**src/fault_sup_params.svh**
```systemverilog
// constants for the dual-channel fault supervisor
`ifndef FAULT_SUP_PARAMS_SVH
`define FAULT_SUP_PARAMS_SVH
// register byte offsets
`define OFF_FAULT0   8'h00
`define OFF_FAULT1   8'h04
`define OFF_CTRL     8'h08
`define OFF_CHECK0   8'h0c
`define OFF_CHECK1   8'h10
`define OFF_SETUP0   8'h14
`define OFF_SETUP1   8'h18
// fault register bits
`define FB_OV        0
`define FB_OC        1
`define FB_OL        2
`define FB_SHORT     3
`define FB_OVLAT     4
// control register bits
`define DB_CLR       0
`define DB_TW        1
`define DB_TSD       2
// check register fields
`define CB_START     0
`define CB_DONE      1
`define CB_RES_LO    2
`define CB_RES_HI    3
`define CB_MONSEL    4
`define CB_DAC_LO    8
`define CB_DAC_HI    15
// reset values
`define SHORT_CODE_RST 4'h2
`define DAC_RST        8'h00
// timing and thresholds
`define CLK_PERIOD_NS  10
`define CHECK_TIME_NS  200
`define CHECK_CYCLES   (`CHECK_TIME_NS / `CLK_PERIOD_NS)
`define OL_CYCLES      3'h7
`define WIN_MARGIN     8'h04
`define SHORT_TOP      5'h10
`endif

```
**src/fault_sup_pkg.sv**
```systemverilog
// types shared by the fault supervisor
`default_nettype none
package fault_sup_pkg;
    typedef enum logic [0:0] {
        CHK_IDLE = 1'b0,
        CHK_RUN  = 1'b1
    } check_state_t;
    typedef enum logic [1:0] {
        WIN_BELOW = 2'b00,
        WIN_INSIDE = 2'b01,
        WIN_ABOVE = 2'b10,
        WIN_FAR   = 2'b11
    } window_t;
endpackage
`default_nettype wire

```
**src/fault_supervisor.sv**
```systemverilog
// dual-channel fault supervision with apb register access
`include "fault_sup_params.svh"
`default_nettype none
module fault_supervisor #(
    parameter int CHK_W = 8
) (
    input  wire logic        pclk,
    input  wire logic        presetn,
    input  wire logic        psel,
    input  wire logic        penable,
    input  wire logic        pwrite,
    input  wire logic [7:0]  paddr,
    input  wire logic [31:0] pwdata,
    output logic [31:0]      prdata,
    output logic             pready,
    output logic             pslverr,
    input  wire logic [1:0]  topology_select,
    input  wire logic [1:0]  pwm_dim,
    input  wire logic [1:0]  ov_above,
    input  wire logic [1:0]  ov_below_hys,
    input  wire logic [1:0]  oc_above_rise,
    input  wire logic [1:0]  oc_below_fall,
    input  wire logic [1:0]  ol_fb_high,
    input  wire logic [1:0]  ol_shunt_low,
    input  wire logic [1:0]  short_detect,
    input  wire logic [1:0]  soft_start_level,
    input  wire logic        temp_warn,
    input  wire logic        temp_shutdown,
    input  wire logic [7:0]  sense_code0,
    input  wire logic [7:0]  sense_code1,
    output logic [1:0]       gate_enable,
    output logic [1:0]       soft_start_req,
    output logic [1:0]       load_current_indicator_pin,
    output logic [1:0]       ground_short_drive_pin,
    output logic [4:0]       short_level0,
    output logic [4:0]       short_level1,
    output logic             internal_supply_regulator
);

    // ========================================================
    // input synchronisers
    // ========================================================
    localparam int NS = 22;
    wire logic [NS-1:0] raw_in;
    logic [NS-1:0] sync1_r;
    logic [NS-1:0] sync2_r;
    assign raw_in = {temp_shutdown, temp_warn, topology_select, pwm_dim,
                     ov_above, ov_below_hys, oc_above_rise, oc_below_fall,
                     ol_fb_high, ol_shunt_low, short_detect,
                     soft_start_level};

    // two stages; only the second stage is read by logic
    always_ff @(posedge pclk or negedge presetn) begin
        if (!presetn) begin
            sync1_r <= '0;
            sync2_r <= '0;
        end else begin
            sync1_r <= raw_in;
            sync2_r <= sync1_r;
        end
    end

    wire logic       tsd_in;
    wire logic       tw_in;
    wire logic [1:0] topo_s;
    wire logic [1:0] pwm_s;
    wire logic [1:0] ovh_s;
    wire logic [1:0] ovl_s;
    wire logic [1:0] och_s;
    wire logic [1:0] ocl_s;
    wire logic [1:0] olv_s;
    wire logic [1:0] oli_s;
    wire logic [1:0] sht_s;
    wire logic [1:0] ssl_s;
    assign {tsd_in, tw_in, topo_s, pwm_s, ovh_s, ovl_s, och_s, ocl_s,
            olv_s, oli_s, sht_s, ssl_s} = sync2_r;

    // ========================================================
    // apb decode
    // ========================================================
    wire logic wr_acc;
    wire logic rd_setup;
    wire logic hit;
    wire logic clr_pulse;
    wire logic [1:0] start_pulse;
    assign wr_acc   = psel & penable & pwrite;
    assign rd_setup = psel & ~penable & ~pwrite;
    assign hit = (paddr == `OFF_FAULT0) | (paddr == `OFF_FAULT1) |
                 (paddr == `OFF_CTRL)   | (paddr == `OFF_CHECK0) |
                 (paddr == `OFF_CHECK1) | (paddr == `OFF_SETUP0) |
                 (paddr == `OFF_SETUP1);
    assign pready  = 1'b1;
    assign pslverr = psel & penable & ~hit;
    // clear bit is write-one, not stored
    assign clr_pulse = wr_acc & (paddr == `OFF_CTRL) & pwdata[`DB_CLR];
    assign start_pulse[0] = wr_acc & (paddr == `OFF_CHECK0) &
                            pwdata[`CB_START];
    assign start_pulse[1] = wr_acc & (paddr == `OFF_CHECK1) &
                            pwdata[`CB_START];

    // ========================================================
    // thermal supervision (shared by both channels)
    // ========================================================
    logic tsd_flag_r;
    logic tw_flag_r;

    // set wins over a clear arriving in the same cycle
    always_ff @(posedge pclk or negedge presetn) begin
        if (!presetn) begin
            tsd_flag_r <= 1'b0;
            tw_flag_r  <= 1'b0;
        end else begin
            tsd_flag_r <= tsd_in | (tsd_flag_r & ~clr_pulse);
            tw_flag_r  <= tw_in;
        end
    end

    // regulator follows the live condition, not the latched flag
    always_ff @(posedge pclk or negedge presetn) begin
        if (!presetn) internal_supply_regulator <= 1'b0;
        else internal_supply_regulator <= ~tsd_in;
    end

    // ========================================================
    // per-channel state
    // ========================================================
    logic       ov_flag_r  [2];
    logic       oc_flag_r  [2];
    logic       ol_flag_r  [2];
    logic       sc_flag_r  [2];
    logic       ovlat_r    [2];
    logic       ov_blk_r   [2];
    logic       oc_blk_r   [2];
    logic       hold_r     [2];
    logic [2:0] ol_cnt_r   [2];
    logic       monsel_r   [2];
    logic [7:0] dac_r      [2];
    logic [3:0] code_r     [2];
    logic       done_r     [2];
    logic [1:0] res_r      [2];
    logic [CHK_W-1:0] tmr_r [2];
    fault_sup_pkg::check_state_t st_r [2];
    wire logic [7:0] sense [2];
    wire logic [4:0] lvl   [2];
    assign sense[0] = sense_code0;
    assign sense[1] = sense_code1;
    assign short_level0 = lvl[0];
    assign short_level1 = lvl[1];

    // classify sensed current against the dimming code
    function automatic logic [1:0] classify(input logic [7:0] s,
                                            input logic [7:0] d);
        logic [8:0] lo;
        logic [8:0] hi;
        logic [8:0] far;
        lo  = {1'b0, d} - {1'b0, `WIN_MARGIN};
        hi  = {1'b0, d} + {1'b0, `WIN_MARGIN};
        far = hi + {1'b0, `WIN_MARGIN};
        if (d >= `WIN_MARGIN && {1'b0, s} < lo)
            classify = fault_sup_pkg::WIN_BELOW;
        else if ({1'b0, s} <= hi)
            classify = fault_sup_pkg::WIN_INSIDE;
        else if ({1'b0, s} <= far)
            classify = fault_sup_pkg::WIN_ABOVE;
        else
            classify = fault_sup_pkg::WIN_FAR;
    endfunction

    genvar c;
    generate
        for (c = 0; c < 2; c++) begin : g_ch
            wire logic cfg_wr;
            wire logic chk_wr;
            wire logic fault_wr;
            wire logic ol_cond;
            wire logic ol_hit;
            wire logic hold_now;
            wire logic boost;
            wire logic ov_rel;
            wire logic run_nxt;
            assign cfg_wr   = wr_acc & (paddr == (c ? `OFF_SETUP1
                                                    : `OFF_SETUP0));
            assign chk_wr   = wr_acc & (paddr == (c ? `OFF_CHECK1
                                                    : `OFF_CHECK0));
            assign fault_wr = wr_acc & (paddr == (c ? `OFF_FAULT1
                                                    : `OFF_FAULT0));
            // open load counts only once soft start has risen far enough
            assign ol_cond = olv_s[c] & oli_s[c] & ssl_s[c];
            assign ol_hit  = ol_cond & (ol_cnt_r[c] == `OL_CYCLES);
            // thermal shutdown or short holds the stage; its end restarts
            assign hold_now = tsd_in | sht_s[c];
            // latched mode waits for software, otherwise hysteresis
            assign ov_rel = ovlat_r[c] ? (clr_pulse & ~ovh_s[c])
                                       : ovl_s[c];
            assign boost = topo_s[c];
            // code zero is the top level, the rest ascend
            assign lvl[c] = (code_r[c] == 4'h0) ? `SHORT_TOP
                                                : {1'b0, code_r[c]};

            // configuration written by software
            always_ff @(posedge pclk or negedge presetn) begin
                if (!presetn) begin
                    ovlat_r[c]  <= 1'b0;
                    monsel_r[c] <= 1'b0;
                    dac_r[c]    <= `DAC_RST;
                    code_r[c]   <= `SHORT_CODE_RST;
                end else begin
                    if (fault_wr) ovlat_r[c] <= pwdata[`FB_OVLAT];
                    if (chk_wr) begin
                        monsel_r[c] <= pwdata[`CB_MONSEL];
                        dac_r[c] <= pwdata[`CB_DAC_HI:`CB_DAC_LO];
                    end
                    if (cfg_wr) code_r[c] <= pwdata[3:0];
                end
            end

            // sticky fault flags; a new event beats the clear
            always_ff @(posedge pclk or negedge presetn) begin
                if (!presetn) begin
                    ov_flag_r[c] <= 1'b0;
                    oc_flag_r[c] <= 1'b0;
                    ol_flag_r[c] <= 1'b0;
                    sc_flag_r[c] <= 1'b0;
                end else begin
                    ov_flag_r[c] <= ovh_s[c] |
                                    (ov_flag_r[c] & ~clr_pulse);
                    oc_flag_r[c] <= och_s[c] |
                                    (oc_flag_r[c] & ~clr_pulse);
                    ol_flag_r[c] <= ol_hit |
                                    (ol_flag_r[c] & ~clr_pulse);
                    sc_flag_r[c] <= sht_s[c] |
                                    (sc_flag_r[c] & ~clr_pulse);
                end
            end

            // protection holds and open-load run counter
            always_ff @(posedge pclk or negedge presetn) begin
                if (!presetn) begin
                    ov_blk_r[c] <= 1'b0;
                    oc_blk_r[c] <= 1'b0;
                    hold_r[c]   <= 1'b0;
                    ol_cnt_r[c] <= 3'h0;
                end else begin
                    ov_blk_r[c] <= ovh_s[c] |
                                   (ov_blk_r[c] & ~ov_rel);
                    oc_blk_r[c] <= och_s[c] |
                                   (oc_blk_r[c] & ~ocl_s[c]);
                    hold_r[c]   <= hold_now;
                    if (!ol_cond) ol_cnt_r[c] <= 3'h0;
                    else if (!ol_hit) ol_cnt_r[c] <= ol_cnt_r[c] + 3'h1;
                end
            end

            // gate stage; open load deliberately leaves it running
            always_ff @(posedge pclk or negedge presetn) begin
                if (!presetn) begin
                    gate_enable[c]    <= 1'b0;
                    soft_start_req[c] <= 1'b0;
                end else begin
                    gate_enable[c] <= ~hold_now & ~ov_blk_r[c] &
                                      ~oc_blk_r[c];
                    soft_start_req[c] <= hold_r[c] & ~hold_now;
                end
            end

            // dual-function pin: monitor in buck or when monsel_r is set, disconnect in boost otherwise
            always_ff @(posedge pclk or negedge presetn) begin
                if (!presetn) begin
                    load_current_indicator_pin[c] <= 1'b0;
                    ground_short_drive_pin[c]     <= 1'b0;
                end else begin
                    load_current_indicator_pin[c] <= ~boost |
                                                     monsel_r[c];
                    ground_short_drive_pin[c] <= boost & ~monsel_r[c] &
                                                 pwm_s[c] &
                                                 ~sht_s[c];
                end
            end

            // current check: start while idle, wait, then classify
            assign run_nxt = (tmr_r[c] == CHK_W'(`CHECK_CYCLES - 1));
            always_ff @(posedge pclk or negedge presetn) begin
                if (!presetn) begin
                    st_r[c]   <= fault_sup_pkg::CHK_IDLE;
                    tmr_r[c]  <= '0;
                    done_r[c] <= 1'b0;
                    res_r[c]  <= 2'b00;
                end else begin
                    case (st_r[c])
                        fault_sup_pkg::CHK_IDLE: begin
                            if (start_pulse[c]) begin
                                st_r[c]   <= fault_sup_pkg::CHK_RUN;
                                tmr_r[c]  <= '0;
                                done_r[c] <= 1'b0;
                            end
                        end
                        fault_sup_pkg::CHK_RUN: begin
                            tmr_r[c] <= tmr_r[c] + CHK_W'(1);
                            if (run_nxt) begin
                                st_r[c]   <= fault_sup_pkg::CHK_IDLE;
                                done_r[c] <= 1'b1;
                                res_r[c]  <= classify(sense[c],
                                                      dac_r[c]);
                            end
                        end
                        default: st_r[c] <= fault_sup_pkg::CHK_IDLE;
                    endcase
                end
            end
        end
    endgenerate

    // ========================================================
    // read mux
    // ========================================================
    wire logic [31:0] fault_rd [2];
    wire logic [31:0] chk_rd   [2];
    wire logic [31:0] ctrl_rd;
    wire logic [31:0] rd_mux;
    generate
        for (c = 0; c < 2; c++) begin : g_rd
            assign fault_rd[c] = {27'h0, ovlat_r[c], sc_flag_r[c],
                                  ol_flag_r[c], oc_flag_r[c],
                                  ov_flag_r[c]};
            assign chk_rd[c] = {16'h0, dac_r[c], 3'h0, monsel_r[c],
                                res_r[c], done_r[c], 1'b0};
        end
    endgenerate
    assign ctrl_rd = {29'h0, tsd_flag_r, tw_flag_r, 1'b0};
    assign rd_mux =
        (paddr == `OFF_FAULT0) ? fault_rd[0] :
        (paddr == `OFF_FAULT1) ? fault_rd[1] :
        (paddr == `OFF_CTRL)   ? ctrl_rd :
        (paddr == `OFF_CHECK0) ? chk_rd[0] :
        (paddr == `OFF_CHECK1) ? chk_rd[1] :
        (paddr == `OFF_SETUP0) ? {28'h0, code_r[0]} :
        (paddr == `OFF_SETUP1) ? {28'h0, code_r[1]} : 32'h0;

    // read data captured in setup so it is stable through access
    always_ff @(posedge pclk or negedge presetn) begin
        if (!presetn) prdata <= 32'h0;
        else if (rd_setup) prdata <= rd_mux;
    end

endmodule // fault_supervisor
`default_nettype wire

```
**config.mk**
```make
export PLATFORM = sky130hd
export DESIGN_NAME = fault_supervisor
export DESIGN_NICKNAME = d
export VERILOG_FILES = /design/src/fault_sup_pkg.sv /design/src/fault_supervisor.sv
export VERILOG_INCLUDE_DIRS = /design/src /design/src/src
export SDC_FILE = /design/constraint.sdc
export NUM_CORES = 1
export LEC_CHECK = 0
export ABC_AREA = 1
export BUFFER_PORTS_ARGS = -buffer_cell sky130_fd_sc_hd__buf_2
export CORE_UTILIZATION = 52
export CTS_CLUSTER_SIZE = 10
export DETAILED_ROUTE_END_ITERATION = 7
export PLACE_DENSITY = 0.76
export SLEW_MARGIN = 20
export SYNTH_ARGS = -nofsm -noshare
export SYNTH_HDL_FRONTEND = slang
export SYNTH_SLANG_ARGS = --single-unit
```
**constraint.sdc**
```tcl
create_clock -name pclk -period 3.35 [get_ports pclk]
set_input_delay 0.335 -clock pclk [delete_from_list [all_inputs] [get_ports pclk]]
set_output_delay 0.335 -clock pclk [all_outputs]
set_load 0.05 [all_outputs]
```
# After elaboration in Yosys (flattened, before gate mapping)
# Index checks and enable logic that the tools add are counted.
# W data, S select, Z words.
totals:
  word_cells: 222
  in_bits: 83
  ff_bits: 159
op_classes:
  n_eq_ne: 16
  magnitude_cmp: 8
  n_addsub: 10
  bitwise_logic: 96
  reduce_logical: 9
  n_mux: 37
op_table:
  columns: ["cell", "n"]
  rows:
  - ["$mux W16", 5]
  - ["$and A1 B1 Y1", 48]
  - ["$eq A8 B5 Y1 const B", 5]
  - ["$le A8 B9 Y1", 4]
  - ["$pmux W8 S2", 2]
  - ["$not A1 Y1", 25]
  - ["$or A1 B1 Y1", 23]
  - ["$add A8 B3 Y9 const B", 2]
  - ["$add A9 B3 Y9 const B", 2]
  - ["$lt A8 B9 Y1", 2]
  - ["$sub A8 B3 Y9 const B", 2]
  - ["$add A8 B1 Y8 const B", 2]
  - ["$eq A8 B4 Y1 const B", 2]
  - ["$ge A8 B3 Y1 const B", 2]
  - ["$mux W8", 2]
  - ["$mux W1", 12]
  - ["$mux W3", 4]
  - ["$mux W5", 2]
  - ["$eq A8 B3 Y1 const B", 1]
  - ["$logic_not A4 Y1", 2]
  - ["$logic_not A8 Y1", 1]
  - ["$mux W2", 4]
  - ["$mux W4", 2]
  - ["$ne A2 B2 Y1 const B", 4]
  - ["other kinds (6)", 16]

# Depth between registers and ports, before layout
depth:
  depth_word: 9
  depth_mapped: 19
  mapped_depth_nobuf: 19

# Least setup slack after synthesis
# No wires, ideal clock.
synth_timing:
  kind: "flip-flop to flip-flop"
  start: "reg dac_r, in the netlist chk_rd[10]"
  end: "reg res_r, in the netlist chk_rd[2]"
  required_ps: 3234
  synth_period_minus_slack_ps: 2329
  arrival_time_ps: 2213
  slack_ps: 1021
  path_stages_with_launch: 15
  path_cell_list: "dfrtp_1 -> inv_1 -> ha_1 -> inv_1 -> nor3_1 -> nand3_1 -> xnor2_1 -> ha_1 -> nand2_1 -> nor4_1 -> nor2_1 -> nand2_1 -> nand2_1 -> nand2_1 -> nand2_1"
synth_via:
  elab_chain_cells: 6
synth_lines:
  columns: ["element", "line_no", "rtl"]
  rows:
  - ["start, declared", "fault_supervisor.sv:137", "logic [7:0] dac_r [2];"]
  - ["start signal, assigned by index", "fault_supervisor.sv:205", "dac_r[c] <= `DAC_RST;"]
  - ["start signal, assigned by index", "fault_supervisor.sv:211", "dac_r[c] <= pwdata[`CB_DAC_HI:`CB_DAC_LO];"]
  - ["$add A8 B3 Y9", "fault_supervisor.sv:157", "hi = {1'b0, d} + {1'b0, `WIN_MARGIN};"]
  - ["$add A9 B3 Y9", "fault_supervisor.sv:158", "far = hi + {1'b0, `WIN_MARGIN};"]
  - ["$le A8 B9 Y1", "fault_supervisor.sv:163", "else if ({1'b0, s} <= far)"]
  - ["$mux W1", "fault_supervisor.sv:163", null]
  - ["$mux W2", "fault_supervisor.sv:161", "else if ({1'b0, s} <= hi)"]
  - ["$mux W2 (*)", "fault_supervisor.sv:159", "if (d >= `WIN_MARGIN && {1'b0, s} < lo)"]
  - ["end signal, assigned by index", "fault_supervisor.sv:302", "res_r[c] <= classify(sense[c],"]
  - ["end, declared", "fault_supervisor.sv:140", "logic [1:0] res_r [2];"]
# Mark *: on every way between the ends. The rest lies on a longest branch, timed or not.
# A chain may end at the register's enable or synchronous reset.

# Worst setup path after layout
# Ends and elaborated chain as after synthesis.

==> flow_summary.json <==
{
  "outcome": "finished, violations left",
  "violations": "design-rule violations, negative hold slack",
  "worst-path-max-fanout": 9,
  "synth-simple-area-share_pct": 23.3,
  "fin_nets": 1107,
  "synth_top_family_by_area": "simple AND/OR/NAND/NOR gates",
  "post_cts_buffers": 0,
  "seqPwrFrac_pct": 43.9,
  "powerDensity_nw_per_um2": 478,
  "die_h_um": 121,
  "rrSetupSlack_ps": 690,
  "drt_iter0_drc": 334,
  "worst_pin_slew_ps": 823,
  "fin_setup_tns_ps": 0,
  "die-area_um2": 14600,
  "drc_errors": 1,
  "period_share_pct": 79.4,
  "holdBufCountCts": 0,
  "pwr-share-clk_pct": 46.8,
  "clk_path_buf_depth": 2,
  "h-tree-depth": 4,
  "max_freq_ghz": 0.376,
  "fin_hold_ws_ps": -25.3,
  "grt_max_degree": 91,
  "arrival_ps": 2970,
  "relSlewSlack_pct": 45.1,
  "synth_xor_area_share_pct": 2.15,
  "report.final.slew_viol_count": 0,
  "grt_util_all_layers_pct": 22.5,
  "synth.mux.area_fraction_pct": 0,
  "dpl.hpwl_mm": 11.1,
  "cap_violations": 0,
  "fin_worst_skew_ps": 11.5,
  "grt_pass1_wl_mm": 25.4,
  "cp_slowest_cell": "dfrtp_1",
  "core-area_um2": 13800,
  "synth-compound-area-share_pct": 7.84,
  "place_area_um2": 7900,
  "n_fill_cell": 1178,
  "drtPass1Iterations": 7,
  "globalplace.congestion": 0.879,
  "power.switching_mw": 1.05,
  "synth.cell_area_um2": 7340,
  "finalSetupViolCount": 0,
  "cp_data_required_time_ps": 3660,
  "power.internal_mw": 3.01,
  "netlist-cell-type-count": 41,
  "crit_family": "simple AND/OR/NAND/NOR gates",
  "synthCells": 877,
  "cts_made_buffers": 17,
  "period_minus_slack_ps": 2660,
  "switching_share_pct": 25.9,
  "start_util_pct": 53.1,
  "crit_buf_inv": 2,
  "drt_wl_total_mm": 15.0,
  "num_io_pins": 136,
  "area_growth_pct": 15.9,
  "combPwrFrac_pct": 9.3,
  "vias": 5811,
  "synth_adder_area_share_pct": 8.86,
  "grt_setup_unrepaired": "no",
  "p_leak_nw": 4.56,
  "antenna_left": 0,
  "insertion_delay_ps": 430,
  "crit_top_cell": "nand2_1",
  "cts_resized": 0,
  "clockRootBuffer": "clkbuf_16",
  "synth_async_sr_flop_share_pct": 100,
  "syn_avg_cell_area_um2": 8.37,
  "clock_sinks": 140,
  "critPathKind": "reg -> reg",
  "die_w_um": 121,
  "fp-row-count": 43,
  "critical_path.max_stage_delay_ps": 530,
  "synth_seq_area_share_pct": 47.8,
  "antenna_found_initial": 0,
  "synth_warnings": 0,
  "pre_cts_slack_ps": 674,
  "cts_tree": "yes",
  "start_kind": "flop",
  "grt_overflow": 0,
  "synth-edff-count": 0,
  "wl_per_cell_um": 12.9,
  "antenna_cells": 0,
  "numPortBuffers": 96,
  "layout-drive-gt1-share_pct": 15.8,
  "setup_slack_ps": 691,
  "hold_viol": 9,
  "ys_ff_latch": 140,
  "synth_top_flop_cell": "dfrtp_1",
  "worstHoldPathType": "in -> async",
  "crit_chain": "inv_1 -> ha_1 -> inv_1 -> nor3_1 -> nand3_1 -> xnor2_1 -> ha_1 -> nand2_1 -> nor4_1 -> nor2_1 -> nand2_1 -> nand2_1 -> nand2_1 -> nand2_1",
  "end_kind": "flop",
  "design_area_um2": 8510,
  "cts.clk_slew.worst_paths_ps": 60,
  "grt_pass1_vias": 5425,
  "vdd_drop_max_v": 0.000514,
  "viasPerCell": 4.99
}
## state kept, by name (all words and copies together), names as in the netlist, 2 cells and up
signal / flops
chk_rd: 24
st_r: 2
code_r: 8
load_current_indicator_pin: 2
tmr_r: 16
ov_blk_r: 2
ol_cnt_r: 6
ground_short_drive_pin: 2
soft_start_req: 2
hold_r: 2
fault_rd: 10
sync2_r: 22
gate_enable: 2
oc_blk_r: 2
sync1_r: 22
prdata: 13
## metrics by stage
stage | instances | hold slack (ps) | total power [mW] | util (%)
after global routing | 1165 | 0.565 | 4.21 | 61.5
after CTS | 1165 | 0.0515 | 4.10 | 61.5
final | 1165 | -25.3 | 4.06 | 61.5
after floorplan | 895 | 39.4 | 2.07 | -
after global placement | 1133 | 331 | 2.18 | 57.1
after detailed placement | 1133 | 335 | 2.19 | 57.1
## placed cells by master (no fill, tap or decap), types with 2 or more instances in the layout
cell type	n
o21ai_1	18
ha_1	52
clkinvlp_4	2
nor2_2	4
clkbuf_16	17
o22ai_1	4
dfrtp_1	138
dfstp_2	2
inv_6	5
nor3_1	9
a31oi_1	2
inv_1	127
nand2_2	2
nand2_1	228
nand3_1	56
nor3_2	4
nor2_4	3
xor2_1	14
o21ai_0	37
xnor2_1	4
nand3_2	2
nand4_1	13
clkinv_4	2
a21o_1	4
a21oi_1	32
or2_2	2
conb_1	20
nor4_1	5
a22o_1	2
inv_2	4
nor2_1	55
o211ai_1	4
bufinv_16	2
buf_2	95
clkbuf_8	2
## area by class of cell
cell class,count,area (um^2),share of cell area (%)
flip-flops and latches,140,3510,41.2
multi-input cells,585,3170,37.3
repair buffers,97,507,5.96
inverters,131,492,5.78
clock buffers,19,453,5.33
well taps,180,225,2.65
clock inverters,13,153,1.79
## cells by family after synthesis
| kind of cell | after synthesis |
|---|---|
| flops | 140 |
| compound gates | 106 |
| simple gates | 389 |
| xor+xnor | 18 |
| buf+inv | 170 |
| fa+ha+maj | 52 |
| other cells | 2 |
## metal layers
layer,vias to the layer above,track usage (%),share of wire [%]
met5,-,0,0
met4,0,8.72,1.9
met3,25,4.62,4.8
met2,165,34.3,45
met1,2675,31.7,48
li1,2946,-,-
## Yosys cell counts (2+ instances only)
cell        n  area share (%)
conb_1      2            0.10
inv_1     127             6.5
dfstp_2     2            0.72
xnor2_1     4            0.48
dfrtp_1   138              47
nor2_4      3            0.46
ha_1       52             8.9
nor4_1      5            0.43
buf_2       4            0.27
a21o_1      4            0.41
nor2_1     55             2.8
a31oi_1     2            0.17
o211ai_1    4            0.41
nor2_2      4            0.34
nand2_2     2            0.17
o22ai_1     4            0.34
a21oi_1    32             2.2
buf_4      23             2.4
a22o_1      2            0.24
or2_2       2            0.17
clkbuf_1   11            0.56
xor2_1     14             1.7
inv_2       4            0.20
nor3_1      9            0.61
nand2_1   228              12
nand3_1    56             3.8
nand3_2     2            0.27
o21ai_1    18             1.2
nor3_2      4            0.55
o21ai_0    37             2.5
nand4_1    13             1.1
## final timing paths
path                             from     endpoint  cells past startpoint
max in group asynchronous     presetn    tmr_r[14]                      2
min in group pclk          pwm_dim[1]  sync1_r[17]                      1
min reg2reg                sync1_r[7]   sync2_r[7]                      0
max                        chk_rd[10]    chk_rd[2]                     14
min                           presetn    code_r[2]                      1
max reg2reg                chk_rd[10]    chk_rd[2]                     14
## power by group through the flow
stage	registers [mW]	clock network [mW]	logic (mW)
5_1_grt	1.79	2.00	0.427
4_1_cts	1.78	1.93	0.381
3_5_place_dp	1.81	0	0.379
3_3_place_gp	1.81	0	0.371
6_report	1.78	1.90	0.378
2_1_floorplan	1.83	0	0.242
## worst register-to-register path, stage by stage (launching register included)
cell and delay (ps):
dfrtp_1 530, inv_1 170, ha_1 370, inv_1 70
nor3_1 300, nand3_1 150, xnor2_1 150, ha_1 290
nand2_1 50, nor4_1 170, nor2_1 80, nand2_1 80
nand2_1 50, nand2_1 60, nand2_1 40
Power figures use the tool's default switching activity.
